File: src/shared/ctmr_pkg.sv
// Constants for the compact 10-bit timer with compare and PWM output.
// Assumes a 32-bit APB slave; each byte register sits in its own word.
package ctmr_pkg;

   // ***************************************************************
   // Register byte addresses
   // ***************************************************************
   localparam logic [7:0] CTMR_ADDR_CTRL0  = 8'h00;
   localparam logic [7:0] CTMR_ADDR_CTRL1  = 8'h04;
   localparam logic [7:0] CTMR_ADDR_CNT_LO = 8'h08;
   localparam logic [7:0] CTMR_ADDR_CNT_HI = 8'h0C;
   localparam logic [7:0] CTMR_ADDR_FCV_LO = 8'h10;
   localparam logic [7:0] CTMR_ADDR_FCV_HI = 8'h14;
   localparam logic [7:0] CTMR_ADDR_STAT   = 8'h18;

   // ***************************************************************
   // Field positions
   // ***************************************************************
   // Control 0: coarse period [2:0], timer on [3], pause [7]
   localparam int CTMR_C0_PER_LSB  = 0;
   localparam int CTMR_C0_ON_BIT   = 3;
   localparam int CTMR_C0_PAU_BIT  = 7;
   // Control 1 (timer_mode_output_control)
   localparam int CTMR_C1_CCLR_BIT = 0;
   localparam int CTMR_C1_DPX_BIT  = 1;
   localparam int CTMR_C1_POL_BIT  = 2;
   localparam int CTMR_C1_OC_BIT   = 3;
   localparam int CTMR_C1_IO_LSB   = 4;
   localparam int CTMR_C1_MODE_LSB = 6;
   // Status: fine match flag [0], coarse match flag [1], pin [2]
   localparam int CTMR_ST_FMF_BIT  = 0;
   localparam int CTMR_ST_CMF_BIT  = 1;
   localparam int CTMR_ST_PIN_BIT  = 2;

   // ***************************************************************
   // Reset values and sizes
   // ***************************************************************
   localparam logic [7:0] CTMR_RST_BYTE  = 8'h00;
   localparam logic [9:0] CTMR_RST_COUNT = 10'h000;
   localparam logic [9:0] CTMR_CNT_MAX   = 10'h3FF;
   localparam int         CTMR_CNT_W     = 10;

   // ***************************************************************
   // Encodings
   // ***************************************************************
   localparam logic [1:0] CTMR_MODE_CMP = 2'h0;
   localparam logic [1:0] CTMR_MODE_PWM = 2'h2;
   localparam logic [1:0] CTMR_MODE_TC  = 2'h3;

   localparam logic [1:0] CTMR_ACT_NONE = 2'h0;
   localparam logic [1:0] CTMR_ACT_LOW  = 2'h1;
   localparam logic [1:0] CTMR_ACT_HIGH = 2'h2;
   localparam logic [1:0] CTMR_ACT_TOG  = 2'h3;

   localparam logic [1:0] CTMR_PWM_INACT = 2'h0;
   localparam logic [1:0] CTMR_PWM_ACT   = 2'h1;
   localparam logic [1:0] CTMR_PWM_WAVE  = 2'h2;

endpackage : ctmr_pkg

File: src/rtl/ctmr_timer.sv
// Compact 10-bit count-up timer: compare-match output, PWM and
// timer/counter modes, with an APB register slave.
// Assumes a 100 MHz clk; timer counts on every clock (clock select
// is not modelled). APB answers with no wait states.
//
// Contract
// Coarse field compared with count bits 9..7
// Coarse zero means run to overflow, 1024
// Clear select 0 clears on coarse match
// Clear select 1 clears on fine match
// PWM ignores clear select; swap bit decides
// Mode field selects compare, PWM, timer
// Software stops timer before changing mode
// Timer mode: level and polarity have no effect
// Compare mode: action none, low, high, toggle
// PWM action: inactive, active, waveform
// Drive equal to initial level shows nothing
// Timer on rising restores initial pin level
// Software changes PWM action only when off
// Initial level: start level or active sense
// Polarity bit inverts output pin
// Swap bit exchanges period and duty comparators
// Counter readable as low and high bytes
// Fine compare value in RW bytes, reset zero
// Timer on rising clears counter; falling keeps
// Fine clear select suppresses coarse match flag
// Duty at or above period gives full duty
// Counter increments each clock, wraps at max
//
// Added by the designer: the address map and the APB register port.
`timescale 1ns/1ps

module ctmr_timer (
   input  wire logic        clk,
   input  wire logic        rst_n,
   input  wire logic        psel,
   input  wire logic        penable,
   input  wire logic        pwrite,
   input  wire logic [7:0]  paddr,
   input  wire logic [31:0] pwdata,
   output logic      [31:0] prdata,
   output logic             pready,
   output logic             pslverr,
   output logic             timerOutputPin
);
   import ctmr_pkg::*;

   // ***************************************************************
   // Registers
   // ***************************************************************
   logic [7:0]            ctrl0_reg;
   logic [7:0]            ctrl1_reg;
   logic [CTMR_CNT_W-1:0] fineCompare_reg;
   logic [CTMR_CNT_W-1:0] count_reg;
   logic [CTMR_CNT_W-1:0] count_next;
   logic                  timerOnDly_reg;
   logic                  pinLevel_reg;
   logic                  pinLevel_next;
   logic                  fineMatchFlag_reg;
   logic                  coarseMatchFlag_reg;
   logic                  apbAccess_reg;

   // ***************************************************************
   // Field decode
   // ***************************************************************
   logic [2:0] coarsePeriodField;
   logic       timerOn;
   logic       pauseBit;
   logic       clearSelect;
   logic       periodDutySwap;
   logic       outputInvert;
   logic       initialLevel;
   logic [1:0] outputActionField;
   logic [1:0] modeField;

   assign coarsePeriodField = ctrl0_reg[CTMR_C0_PER_LSB +: 3];
   assign timerOn           = ctrl0_reg[CTMR_C0_ON_BIT];
   assign pauseBit          = ctrl0_reg[CTMR_C0_PAU_BIT];
   assign clearSelect       = ctrl1_reg[CTMR_C1_CCLR_BIT];
   assign periodDutySwap    = ctrl1_reg[CTMR_C1_DPX_BIT];
   assign outputInvert      = ctrl1_reg[CTMR_C1_POL_BIT];
   assign initialLevel      = ctrl1_reg[CTMR_C1_OC_BIT];
   assign outputActionField = ctrl1_reg[CTMR_C1_IO_LSB +: 2];
   assign modeField         = ctrl1_reg[CTMR_C1_MODE_LSB +: 2];

   // ***************************************************************
   // Bus decode
   // ***************************************************************
   logic apbSetup;
   logic apbWrite;
   logic apbRead;
   logic addrMapped;

   assign apbSetup = psel && !penable;
   // Writes land at the completing access edge, with pready high
   assign apbWrite = psel && penable && apbAccess_reg && pwrite &&
                     addrMapped;
   assign apbRead  = apbSetup && !pwrite;

   always_comb begin
      unique case (paddr)
         CTMR_ADDR_CTRL0, CTMR_ADDR_CTRL1, CTMR_ADDR_CNT_LO,
         CTMR_ADDR_CNT_HI, CTMR_ADDR_FCV_LO, CTMR_ADDR_FCV_HI,
         CTMR_ADDR_STAT: addrMapped = 1'b1;
         default:        addrMapped = 1'b0;
      endcase
   end

   // ***************************************************************
   // Comparators
   // ***************************************************************
   logic timerStart;
   logic running;
   logic coarseMatch;
   logic fineMatch;
   logic overflow;
   logic coarseEvent;
   logic clearOnFine;
   logic pwmMode;
   logic [CTMR_CNT_W:0] coarseValue;
   logic [CTMR_CNT_W:0] periodValue;
   logic [CTMR_CNT_W:0] dutyValue;

   assign timerStart  = timerOn && !timerOnDly_reg;
   assign running     = timerOn && !pauseBit && timerOnDly_reg;
   assign pwmMode     = (modeField == CTMR_MODE_PWM);
   assign overflow    = (count_reg == CTMR_CNT_MAX);
   // Match when count reaches the value just below the boundary
   assign coarseMatch = (coarsePeriodField != 3'h0) &&
                        (count_reg[9:7] == coarsePeriodField - 3'h1) &&
                        (count_reg[6:0] == 7'h7F);
   // A zero coarse field makes overflow stand in for the match
   assign coarseEvent = coarseMatch ||
                        ((coarsePeriodField == 3'h0) && overflow);
   assign fineMatch   = (fineCompare_reg != 10'h000) &&
                        (count_reg == fineCompare_reg - 10'h001);
   assign clearOnFine = pwmMode ? periodDutySwap : clearSelect;

   assign coarseValue = (coarsePeriodField == 3'h0) ? 11'h400 :
                        {1'b0, coarsePeriodField, 7'h00};
   // Roles of the comparators in PWM mode
   assign periodValue = periodDutySwap ? {1'b0, fineCompare_reg} :
                        coarseValue;
   assign dutyValue   = periodDutySwap ? coarseValue :
                        {1'b0, fineCompare_reg};

   // ***************************************************************
   // Counter
   // ***************************************************************
   always_comb begin
      count_next = count_reg;
      if (timerStart) begin
         count_next = CTMR_RST_COUNT;
      end else if (running) begin
         if (clearOnFine && fineMatch) begin
            count_next = CTMR_RST_COUNT;
         end else if (!clearOnFine && coarseEvent) begin
            count_next = CTMR_RST_COUNT;
         end else begin
            count_next = count_reg + 10'h001;
         end
      end
   end

   always_ff @(posedge clk) begin
      if (!rst_n) begin
         count_reg <= CTMR_RST_COUNT;
      end else begin
         count_reg <= count_next;
      end
   end

   always_ff @(posedge clk) begin
      if (!rst_n) begin
         timerOnDly_reg <= 1'b0;
      end else begin
         timerOnDly_reg <= timerOn;
      end
   end

   // ***************************************************************
   // Match flags: set wins over software clear
   // ***************************************************************
   logic flagClrWrite;

   assign flagClrWrite = apbWrite && (paddr == CTMR_ADDR_STAT);

   always_ff @(posedge clk) begin
      if (!rst_n) begin
         fineMatchFlag_reg <= 1'b0;
      end else if (running && fineMatch) begin
         fineMatchFlag_reg <= 1'b1;
      end else if (flagClrWrite && pwdata[CTMR_ST_FMF_BIT]) begin
         fineMatchFlag_reg <= 1'b0;
      end
   end

   always_ff @(posedge clk) begin
      if (!rst_n) begin
         coarseMatchFlag_reg <= 1'b0;
      end else if (running && coarseEvent && !clearOnFine) begin
         coarseMatchFlag_reg <= 1'b1;
      end else if (flagClrWrite && pwdata[CTMR_ST_CMF_BIT]) begin
         coarseMatchFlag_reg <= 1'b0;
      end
   end

   // ***************************************************************
   // Output pin
   // ***************************************************************
   logic pwmActive;

   // Duty at or above period keeps the output active all period
   assign pwmActive = ({1'b0, count_reg} < dutyValue) ||
                      (dutyValue >= periodValue);

   always_comb begin
      pinLevel_next = pinLevel_reg;
      if (timerStart) begin
         pinLevel_next = initialLevel;
      end else if (modeField == CTMR_MODE_CMP) begin
         if (running && fineMatch) begin
            unique case (outputActionField)
               CTMR_ACT_NONE: pinLevel_next = pinLevel_reg;
               CTMR_ACT_LOW:  pinLevel_next = 1'b0;
               CTMR_ACT_HIGH: pinLevel_next = 1'b1;
               CTMR_ACT_TOG:  pinLevel_next = !pinLevel_reg;
            endcase
         end
      end else if (pwmMode) begin
         // Active level is the initial level bit
         unique case (outputActionField)
            CTMR_PWM_INACT: pinLevel_next = !initialLevel;
            CTMR_PWM_ACT:   pinLevel_next = initialLevel;
            CTMR_PWM_WAVE:  pinLevel_next = pwmActive ?
                                            initialLevel : !initialLevel;
            default:        pinLevel_next = pinLevel_reg;
         endcase
      end
   end

   always_ff @(posedge clk) begin
      if (!rst_n) begin
         pinLevel_reg <= 1'b0;
      end else begin
         pinLevel_reg <= pinLevel_next;
      end
   end

   // Timer/counter mode leaves the pin low, unaffected by level bits
   always_ff @(posedge clk) begin
      if (!rst_n) begin
         timerOutputPin <= 1'b0;
      end else if (modeField == CTMR_MODE_TC) begin
         timerOutputPin <= 1'b0;
      end else begin
         timerOutputPin <= pinLevel_next ^ outputInvert;
      end
   end

   // ***************************************************************
   // Register writes
   // ***************************************************************
   always_ff @(posedge clk) begin
      if (!rst_n) begin
         ctrl0_reg <= CTMR_RST_BYTE;
      end else if (apbWrite && paddr == CTMR_ADDR_CTRL0) begin
         ctrl0_reg <= pwdata[7:0];
      end
   end

   always_ff @(posedge clk) begin
      if (!rst_n) begin
         ctrl1_reg <= CTMR_RST_BYTE;
      end else if (apbWrite && paddr == CTMR_ADDR_CTRL1) begin
         ctrl1_reg <= pwdata[7:0];
      end
   end

   always_ff @(posedge clk) begin
      if (!rst_n) begin
         fineCompare_reg <= CTMR_RST_COUNT;
      end else if (apbWrite && paddr == CTMR_ADDR_FCV_LO) begin
         fineCompare_reg[7:0] <= pwdata[7:0];
      end else if (apbWrite && paddr == CTMR_ADDR_FCV_HI) begin
         fineCompare_reg[9:8] <= pwdata[1:0];
      end
   end

   // ***************************************************************
   // APB read and handshake
   // ***************************************************************
   logic [7:0] readByte;

   always_comb begin
      readByte = 8'h00;
      unique case (paddr)
         CTMR_ADDR_CTRL0:  readByte = ctrl0_reg;
         CTMR_ADDR_CTRL1:  readByte = ctrl1_reg;
         CTMR_ADDR_CNT_LO: readByte = count_reg[7:0];
         CTMR_ADDR_CNT_HI: readByte = {6'h00, count_reg[9:8]};
         CTMR_ADDR_FCV_LO: readByte = fineCompare_reg[7:0];
         CTMR_ADDR_FCV_HI: readByte = {6'h00, fineCompare_reg[9:8]};
         CTMR_ADDR_STAT:   readByte = {5'h00, pinLevel_reg,
                                       coarseMatchFlag_reg,
                                       fineMatchFlag_reg};
         default:          readByte = 8'h00;
      endcase
   end

   always_ff @(posedge clk) begin
      if (!rst_n) begin
         prdata <= 32'h0000_0000;
      end else if (apbRead) begin
         prdata <= {24'h00_0000, readByte};
      end
   end

   always_ff @(posedge clk) begin
      if (!rst_n) begin
         apbAccess_reg <= 1'b0;
         pready        <= 1'b0;
         pslverr       <= 1'b0;
      end else begin
         apbAccess_reg <= apbSetup;
         pready        <= apbSetup;
         pslverr       <= apbSetup && !addrMapped;
      end
   end

endmodule : ctmr_timer

File: config.mk
export PLATFORM = sky130hd
export DESIGN_NAME = ctmr_timer
export DESIGN_NICKNAME = d
export VERILOG_FILES = /design/src/shared/ctmr_pkg.sv /design/src/rtl/ctmr_timer.sv
export SDC_FILE = /design/constraint.sdc
export NUM_CORES = 1
export LEC_CHECK = 0
export BUFFER_PORTS_ARGS = -buffer_cell sky130_fd_sc_hd__buf_2
export CORE_ASPECT_RATIO = 0.5
export CORE_MARGIN = 1.5
export CORE_UTILIZATION = 50
export DETAILED_ROUTE_END_ITERATION = 6
export MAX_ROUTING_LAYER = met4
export PLACE_DENSITY = 0.77
export SYNTH_ARGS = -nofsm -noshare
export SYNTH_HDL_FRONTEND = slang
export SYNTH_SLANG_ARGS = --single-unit
File: constraint.sdc
create_clock -name clk -period 2.65 [get_ports clk]
set_input_delay 0.1325 -clock clk [delete_from_list [all_inputs] [get_ports clk]]
set_output_delay 0.1325 -clock clk [all_outputs]
set_load 0.02 [all_outputs]
==> results.json, run 1 <==
{
  "status": "complete, no violations",
  "synthArstFlopShare_pct": 0,
  "rrSetupSlack_ps": 50,
  "antennaDiodeCount": 0,
  "ys_dominant_reg_cell": "dfxtp_1",
  "antenna_found_initial": 0,
  "post-route-period-util_pct": 98.0,
  "worstMarginPinSlew_ps": 729,
  "syn_avg_cell_area_um2": 8.12,
  "yosysTopAreaCell": "dfxtp_1",
  "synth_edf_count": 0,
  "crit_family": "compound AO/OA/AOI/OAI gates",
  "cp-end-kind": "register",
  "final_layout_size_suffix_gt1_share_pct": 20.8,
  "gp_congestion": 0.997,
  "htree_num_levels": 2,
  "num_vias": 3505,
  "io_pins": 80,
  "wl_per_cell_um": 17.0,
  "hold_path.class": "primary input to register",
  "peakVddDrop_uv": 328,
  "die_x_um": 127,
  "grt_max_degree": 42,
  "drc": 0,
  "netlist_instances": 470,
  "synth_area_leaders": "dfxtp_1 (27%), nand2_1 (6.4%), buf_4 (5.3%)",
  "cpPeakStageDelay_ps": 330,
  "crit_slowest_cell": "dfxtp_2",
  "antenna_left": 0,
  "cts.path.max_buffers": 2,
  "yosys_warnings": 0,
  "areaGrowthSynthToFinish_pct": 10.7,
  "synth-seq-cells": 51,
  "cts_root_buf": "clkbuf_16",
  "path_max_fanout": 3,
  "clock_sinks": 51,
  "die_y_um": 64.8,
  "wirelength_mm": 10.1,
  "final_max_slew_viol_count": 0,
  "via_per_inst": 5.88,
  "drv_cap": 0,
  "grt_overflow": 0,
  "grt_pass1_wl_mm": 16.3,
  "critical_path_required_ps": 2880,
  "netlist_top_cells_count": "nand2_1 (65), dfxtp_1 (51), buf_4 (27), nor2b_1 (23), clkbuf_1 (19)",
  "rr_startpoint": "ctrl0_reg[1]",
  "crit_path_cell_trace": "inv_2 -> ha_4 -> nand2b_4 -> nand3_1 -> o21ai_2 -> buf_4 -> buf_4 -> ha_1 -> a211oi_1 -> o221ai_1 -> a211oi_2 -> a211oi_4 -> nor3_2 -> mux2i_1",
  "cp_num_cells": 14,
  "crit_path_end": "timerOutputPin",
  "slew_headroom_pct": 50.8,
  "clk-insertion-delay-late_ps": 300,
  "cp-start-kind": "register",
  "grt_usage_pct": 26.3,
  "r2r_cells": 14,
  "synth_top_cell_area_share_pct": 26.8,
  "clk_pin_slew_ps": 70,
  "cts_buffers": 5,
  "cp_common_cell": "buf_4",
  "portBuffers": 31,
  "holdWs_ps": 93.2,
  "setup_viol": 0,
  "ctsHoldBuffers": 0,
  "finClkSkew_ps": 6.25,
  "power_density_nw_per_um2": 402,
  "critPathArrivalTime_ps": 2830,
  "startpoint": "ctrl0_reg[1]",
  "yosysMostFrequentCell": "nand2_1",
  "worst_r2r_endpoint": "timerOutputPin",
  "power_leakage_nw": 1.74,
  "dp_hpwl_mm": 7.27,
  "synth_cell_types": 71,
  "start_util_pct": 51.9,
  "drt_iter0_markers": 383,
  "rows": 22,
  "crit_type": "register to register",
  "min_from": "pwdata[4]",
  "crit_buf_inv": 3,
  "power.total_mw": 1.70,
  "die_area_um2": 8190,
  "core_area_um2": 7350,
  "cts_tree": "built",
  "synth_area_um2": 3810,
  "hold_viol": 0,
  "yosysSeqAreaShare_pct": 26.8,
  "max_freq_mhz": 385,
  "firstDrtPassIters": 5,
  "grt_pass1_vias": 3227,
  "fin_crit_ps": 2600,
  "nets": 560
}
## where the power goes
part           internal [mW]  total [mW]  switching [mW]
clock                  0.356       0.667           0.311
sequential             0.778       0.804          0.0267
combinational         0.0912       0.226           0.134
## per-layer routing
layer	global-route usage, %	part of all wire, %	vias to the layer above
li1	-	-	1666
met1	34.9	45	1581
met2	39.3	42	207
met3	5.53	9.1	51
met4	10.9	4.7	0
met5	-	0	-
## logic make-up after synthesis
| logic type | after synthesis | synth area share, % |
|---|---|---|
| AOI/OAI and AO/OA | 100 | 19.1 |
| adders and majority gates | 16 | 5.25 |
| xor gates and xnor gates | 12 | 2.75 |
| DFF | 51 | 26.8 |
| muxes | 26 | 7.54 |
| buffers and inverters | 68 | 10.4 |
| other | 1 | 0.0983 |
| and+or+nand+nor | 196 | 28.1 |
## worst min-delay path by stage
stage	to	depth (start not counted)
after floorplan	ctrl0_reg[0]	2
after global placement	ctrl0_reg[7]	3
after detailed placement	ctrl0_reg[4]	3
after CTS	ctrl0_reg[4]	3
after global routing	ctrl0_reg[5]	3
final	ctrl0_reg[4]	3
## stage by stage
step / TNS [ps] / worst slack [ps] / area (um^2) / std cells / util, %
floorplan: 0 / 23.9 / 3900 / 493 / -
global placement: -97.2 / -63.1 / 3990 / 586 / 54.3
detailed placement: -250 / -135 / 3990 / 586 / 54.3
CTS: 0 / 3.21 / 4170 / 595 / 56.7
global route: -28.1 / -28.1 / 4220 / 596 / 57.5
finish: 0 / 54.2 / 4220 / 596 / 57.5
## timing repair
action                     in CTS  in global routing
setup endpoints to repair       2                  2
gates resized for setup         9                 11
cloned                          0                  0
pin swaps                       6                  9
setup buffers                   2                  1
## final cells by class
class | instances | area (um^2)
flip-flops and latches | 51 | 1030
clock buffers | 5 | 125
well taps | 96 | 120
multi-input cells | 374 | 2550
inverters | 12 | 45.0
repair buffers | 55 | 335
fillers | 655 | 3130
clock inverters | 3 | 22.5
## cell usage in the layout, fill, tap and decap left out, types with 8 or more instances in the layout
cell type | synthesis | routed
mux2i_1 | 16 | 16
buf_2 | 3 | 31
a31oi_1 | 9 | 8
xor2_1 | 8 | 8
nand2_1 | 65 | 65
nor2_1 | 14 | 14
nor3_1 | 13 | 13
ha_1 | 16 | 14
a21boi_0 | 9 | 9
nand3_1 | 18 | 17
nand2b_1 | 10 | 9
dfxtp_1 | 51 | 48
buf_4 | 27 | 24
mux2_2 | 9 | 9
nor2b_1 | 23 | 22
and2_1 | 11 | 11
a21oi_1 | 17 | 17
o21ai_0 | 13 | 11
a21boi_1 | 9 | 9
conb_1 | 1 | 24
inv_1 | 12 | 9
## worst min-delay path, delay by kind of cell
family | cells | cell delay, ps
AOI/OAI and AO/OA | 1 | 50
buffers and inverters | 1 | 110
and+or+nand+nor | 1 | 50
No activity file was read; power rests on OpenSTA's default activity.
==> run 2, diff against run 1 <==
--- a/config.mk
+++ b/config.mk
@@ -6,12 +6,15 @@
 export NUM_CORES = 1
 export LEC_CHECK = 0
 export BUFFER_PORTS_ARGS = -buffer_cell sky130_fd_sc_hd__buf_2
+export CELL_PAD_IN_SITES_DETAIL_PLACEMENT = 2
+export CELL_PAD_IN_SITES_GLOBAL_PLACEMENT = 2
 export CORE_ASPECT_RATIO = 0.5
 export CORE_MARGIN = 1.5
-export CORE_UTILIZATION = 50
+export CORE_UTILIZATION = 29
 export DETAILED_ROUTE_END_ITERATION = 6
 export MAX_ROUTING_LAYER = met4
-export PLACE_DENSITY = 0.77
+export PLACE_DENSITY_LB_ADDON = 0.1
+export SKIP_CTS_REPAIR_TIMING = 1
 export SYNTH_ARGS = -nofsm -noshare
 export SYNTH_HDL_FRONTEND = slang
 export SYNTH_SLANG_ARGS = --single-unit
==> run 2 against run 1 <==
Critical path depth stayed put. Setup slack better by 38 ps. Hold slack worse by 6.4 ps. Count of clock-buffer cells in the layout stayed put. Clock skew hardly changed. Largest power group unchanged. Largest cell class unchanged. First-iteration DRC count is 58% lower. Clock power is 4.6% higher. Non-clock buffer count is 15 higher. Core utilization is 22 points lower. Sequential power hardly changed.
==> results.json, run 2 (synthesis gave the netlist of run 1 again) <==
{
  "peakVddDrop_uv": 182,
  "start_util_pct": 30.0,
  "holdWs_ps": 86.8,
  "cts_root_buf": "clkbuf_16",
  "fin_crit_ps": 2560,
  "rr_startpoint": "ctrl0_reg[1]",
  "power_leakage_nw": 1.82,
  "power.total_mw": 1.75,
  "drv_cap": 0,
  "io_pins": 80,
  "clkPwrFrac_pct": 39.8,
  "hold_path.class": "primary input to register",
  "regArea_um2": 1030,
  "wl_met1_mm": 7.24,
  "areaGrowthSynthToFinish_pct": 16.8,
  "critPathArrivalTime_ps": 2790,
  "setup_viol": 0,
  "final_common_cell": "nand2_1",
  "num_vias": 3521,
  "status": "complete, no violations",
  "cts.path.max_buffers": 2,
  "antennaDiodeCount": 0,
  "grt_pass1_wl_mm": 21.5,
  "r2r_cells": 14,
  "max_freq_mhz": 391,
  "met2_length_mm": 5.78,
  "antenna_found_initial": 0,
  "grt_setup_unrepaired": "true",
  "final_util_pct": 35.0,
  "wl_met3_um": 394,
  "startpoint": "ctrl0_reg[1]",
  "final_layout_size_suffix_gt1_share_pct": 23.7,
  "via_per_inst": 5.14,
  "p_comb_share_pct": 14.3,
  "drc": 0,
  "grt_pass1_vias": 3736,
  "dp_hpwl_mm": 10.4,
  "n_fill_cell": 1477,
  "firstDrtPassIters": 4,
  "worst_r2r_endpoint": "timerOutputPin",
  "rrSetupSlack_ps": 90,
  "core_area_um2": 12700,
  "cts_tree": "built",
  "power_density_nw_per_um2": 393,
  "die_x_um": 165,
  "rows": 29,
  "final_cell_mix": "nand2_1 (65), dfxtp_1 (48), buf_4 (39)",
  "clock_sinks": 51,
  "p_switching_mw": 0.519,
  "drt_iter0_markers": 159,
  "switching_share_pct": 29.6,
  "post-route-period-util_pct": 96.5,
  "wirelength_mm": 13.5,
  "dr.max_layer_used": "met4",
  "grt_usage_pct": 21.1,
  "crit_type": "register to register",
  "seq_power_share_pct": 45.8,
  "multiInputGateArea_um2": 2570,
  "die_y_um": 84.1,
  "die_area_um2": 13900,
  "grt_max_degree": 39,
  "slew_headroom_pct": 59.3,
  "wl_per_cell_um": 19.6,
  "final_max_slew_viol_count": 0,
  "internal-power_mw": 1.23,
  "clk-insertion-delay-late_ps": 300,
  "clk_pin_slew_ps": 80,
  "cp-end-kind": "register",
  "cts_buffers": 5,
  "critical_path_required_ps": 2880,
  "gp_congestion": 0.811,
  "cp-start-kind": "register",
  "hold_viol": 0,
  "portBuffers": 31,
  "path_max_fanout": 3,
  "antenna_left": 0,
  "nets": 575,
  "crit_path_end": "timerOutputPin",
  "worstMarginPinSlew_ps": 609,
  "grt_overflow": 0,
  "finClkSkew_ps": 5.79,
  "htree_num_levels": 2
}
run 2: worst min-delay path by stage:
| stage | slack [ps] | startpoint | cells past startpoint | to |
|---|---|---|---|---|
| 6_report | 90 | rst_n | 2 | pinLevel_reg |
| 4_1_cts | 80 | rst_n | 2 | pinLevel_reg |
| 3_5_place_dp | 400 | rst_n | 2 | pinLevel_reg |
| 5_1_grt | 100 | rst_n | 2 | pinLevel_reg |
| 2_1_floorplan | 270 | pwdata[0] | 2 | ctrl0_reg[0] |
| 3_3_place_gp | 390 | rst_n | 2 | pinLevel_reg |
run 2: metal layers:
metal | vias to the layer above | track usage (%)
met5 | - | -
met1 | 1759 | 30.9
met2 | 70 | 31.0
met4 | 0 | 2.38
met3 | 2 | 3.23
li1 | 1690 | -
run 2: metrics by stage:
| stage | std cells | TNS (ps) | area [um^2] | setup WS (ps) |
|---|---|---|---|---|
| 2_1_floorplan | 493 | 0 | 3900 | 23.9 |
| 3_3_place_gp | 675 | -150 | 4200 | -90.3 |
| 3_5_place_dp | 675 | -349 | 4200 | -178 |
| 4_1_cts | 683 | -401 | 4340 | -208 |
| 5_1_grt | 685 | -113 | 4450 | -77.1 |
| 6_report | 685 | 0 | 4450 | 92.2 |
run 2: critical path: stages (launching register included):
cell	delay, ps
dfxtp_2	340
inv_2	50
ha_4	160
nand2b_4	80
nand3_2	70
o21ai_2	90
inv_1	60
ha_1	290
and3_4	150
a221o_1	350
a31oi_4	180
a21o_2	170
a211oi_4	50
nor3_2	220
mux2i_1	210
run 2: area by class of cell:
type	instances	area share, %
Multi-Input combinational cell	374	57.8
Tap cell	170	4.78
Clock inverter	3	0.506
Clock buffer	5	2.81
Timing Repair Buffer	70	10.1
Sequential cell	51	23.1
Inverter	12	1.01
run 2: power by group through the flow:
stage                     logic [mW]  registers [mW]  clock network (mW)
after floorplan                0.193           0.805                   0
after global placement         0.229           0.821                   0
after detailed placement       0.233           0.820                   0
final                          0.251           0.803               0.698
after global routing           0.273           0.805               0.766
after CTS                      0.235           0.803               0.733
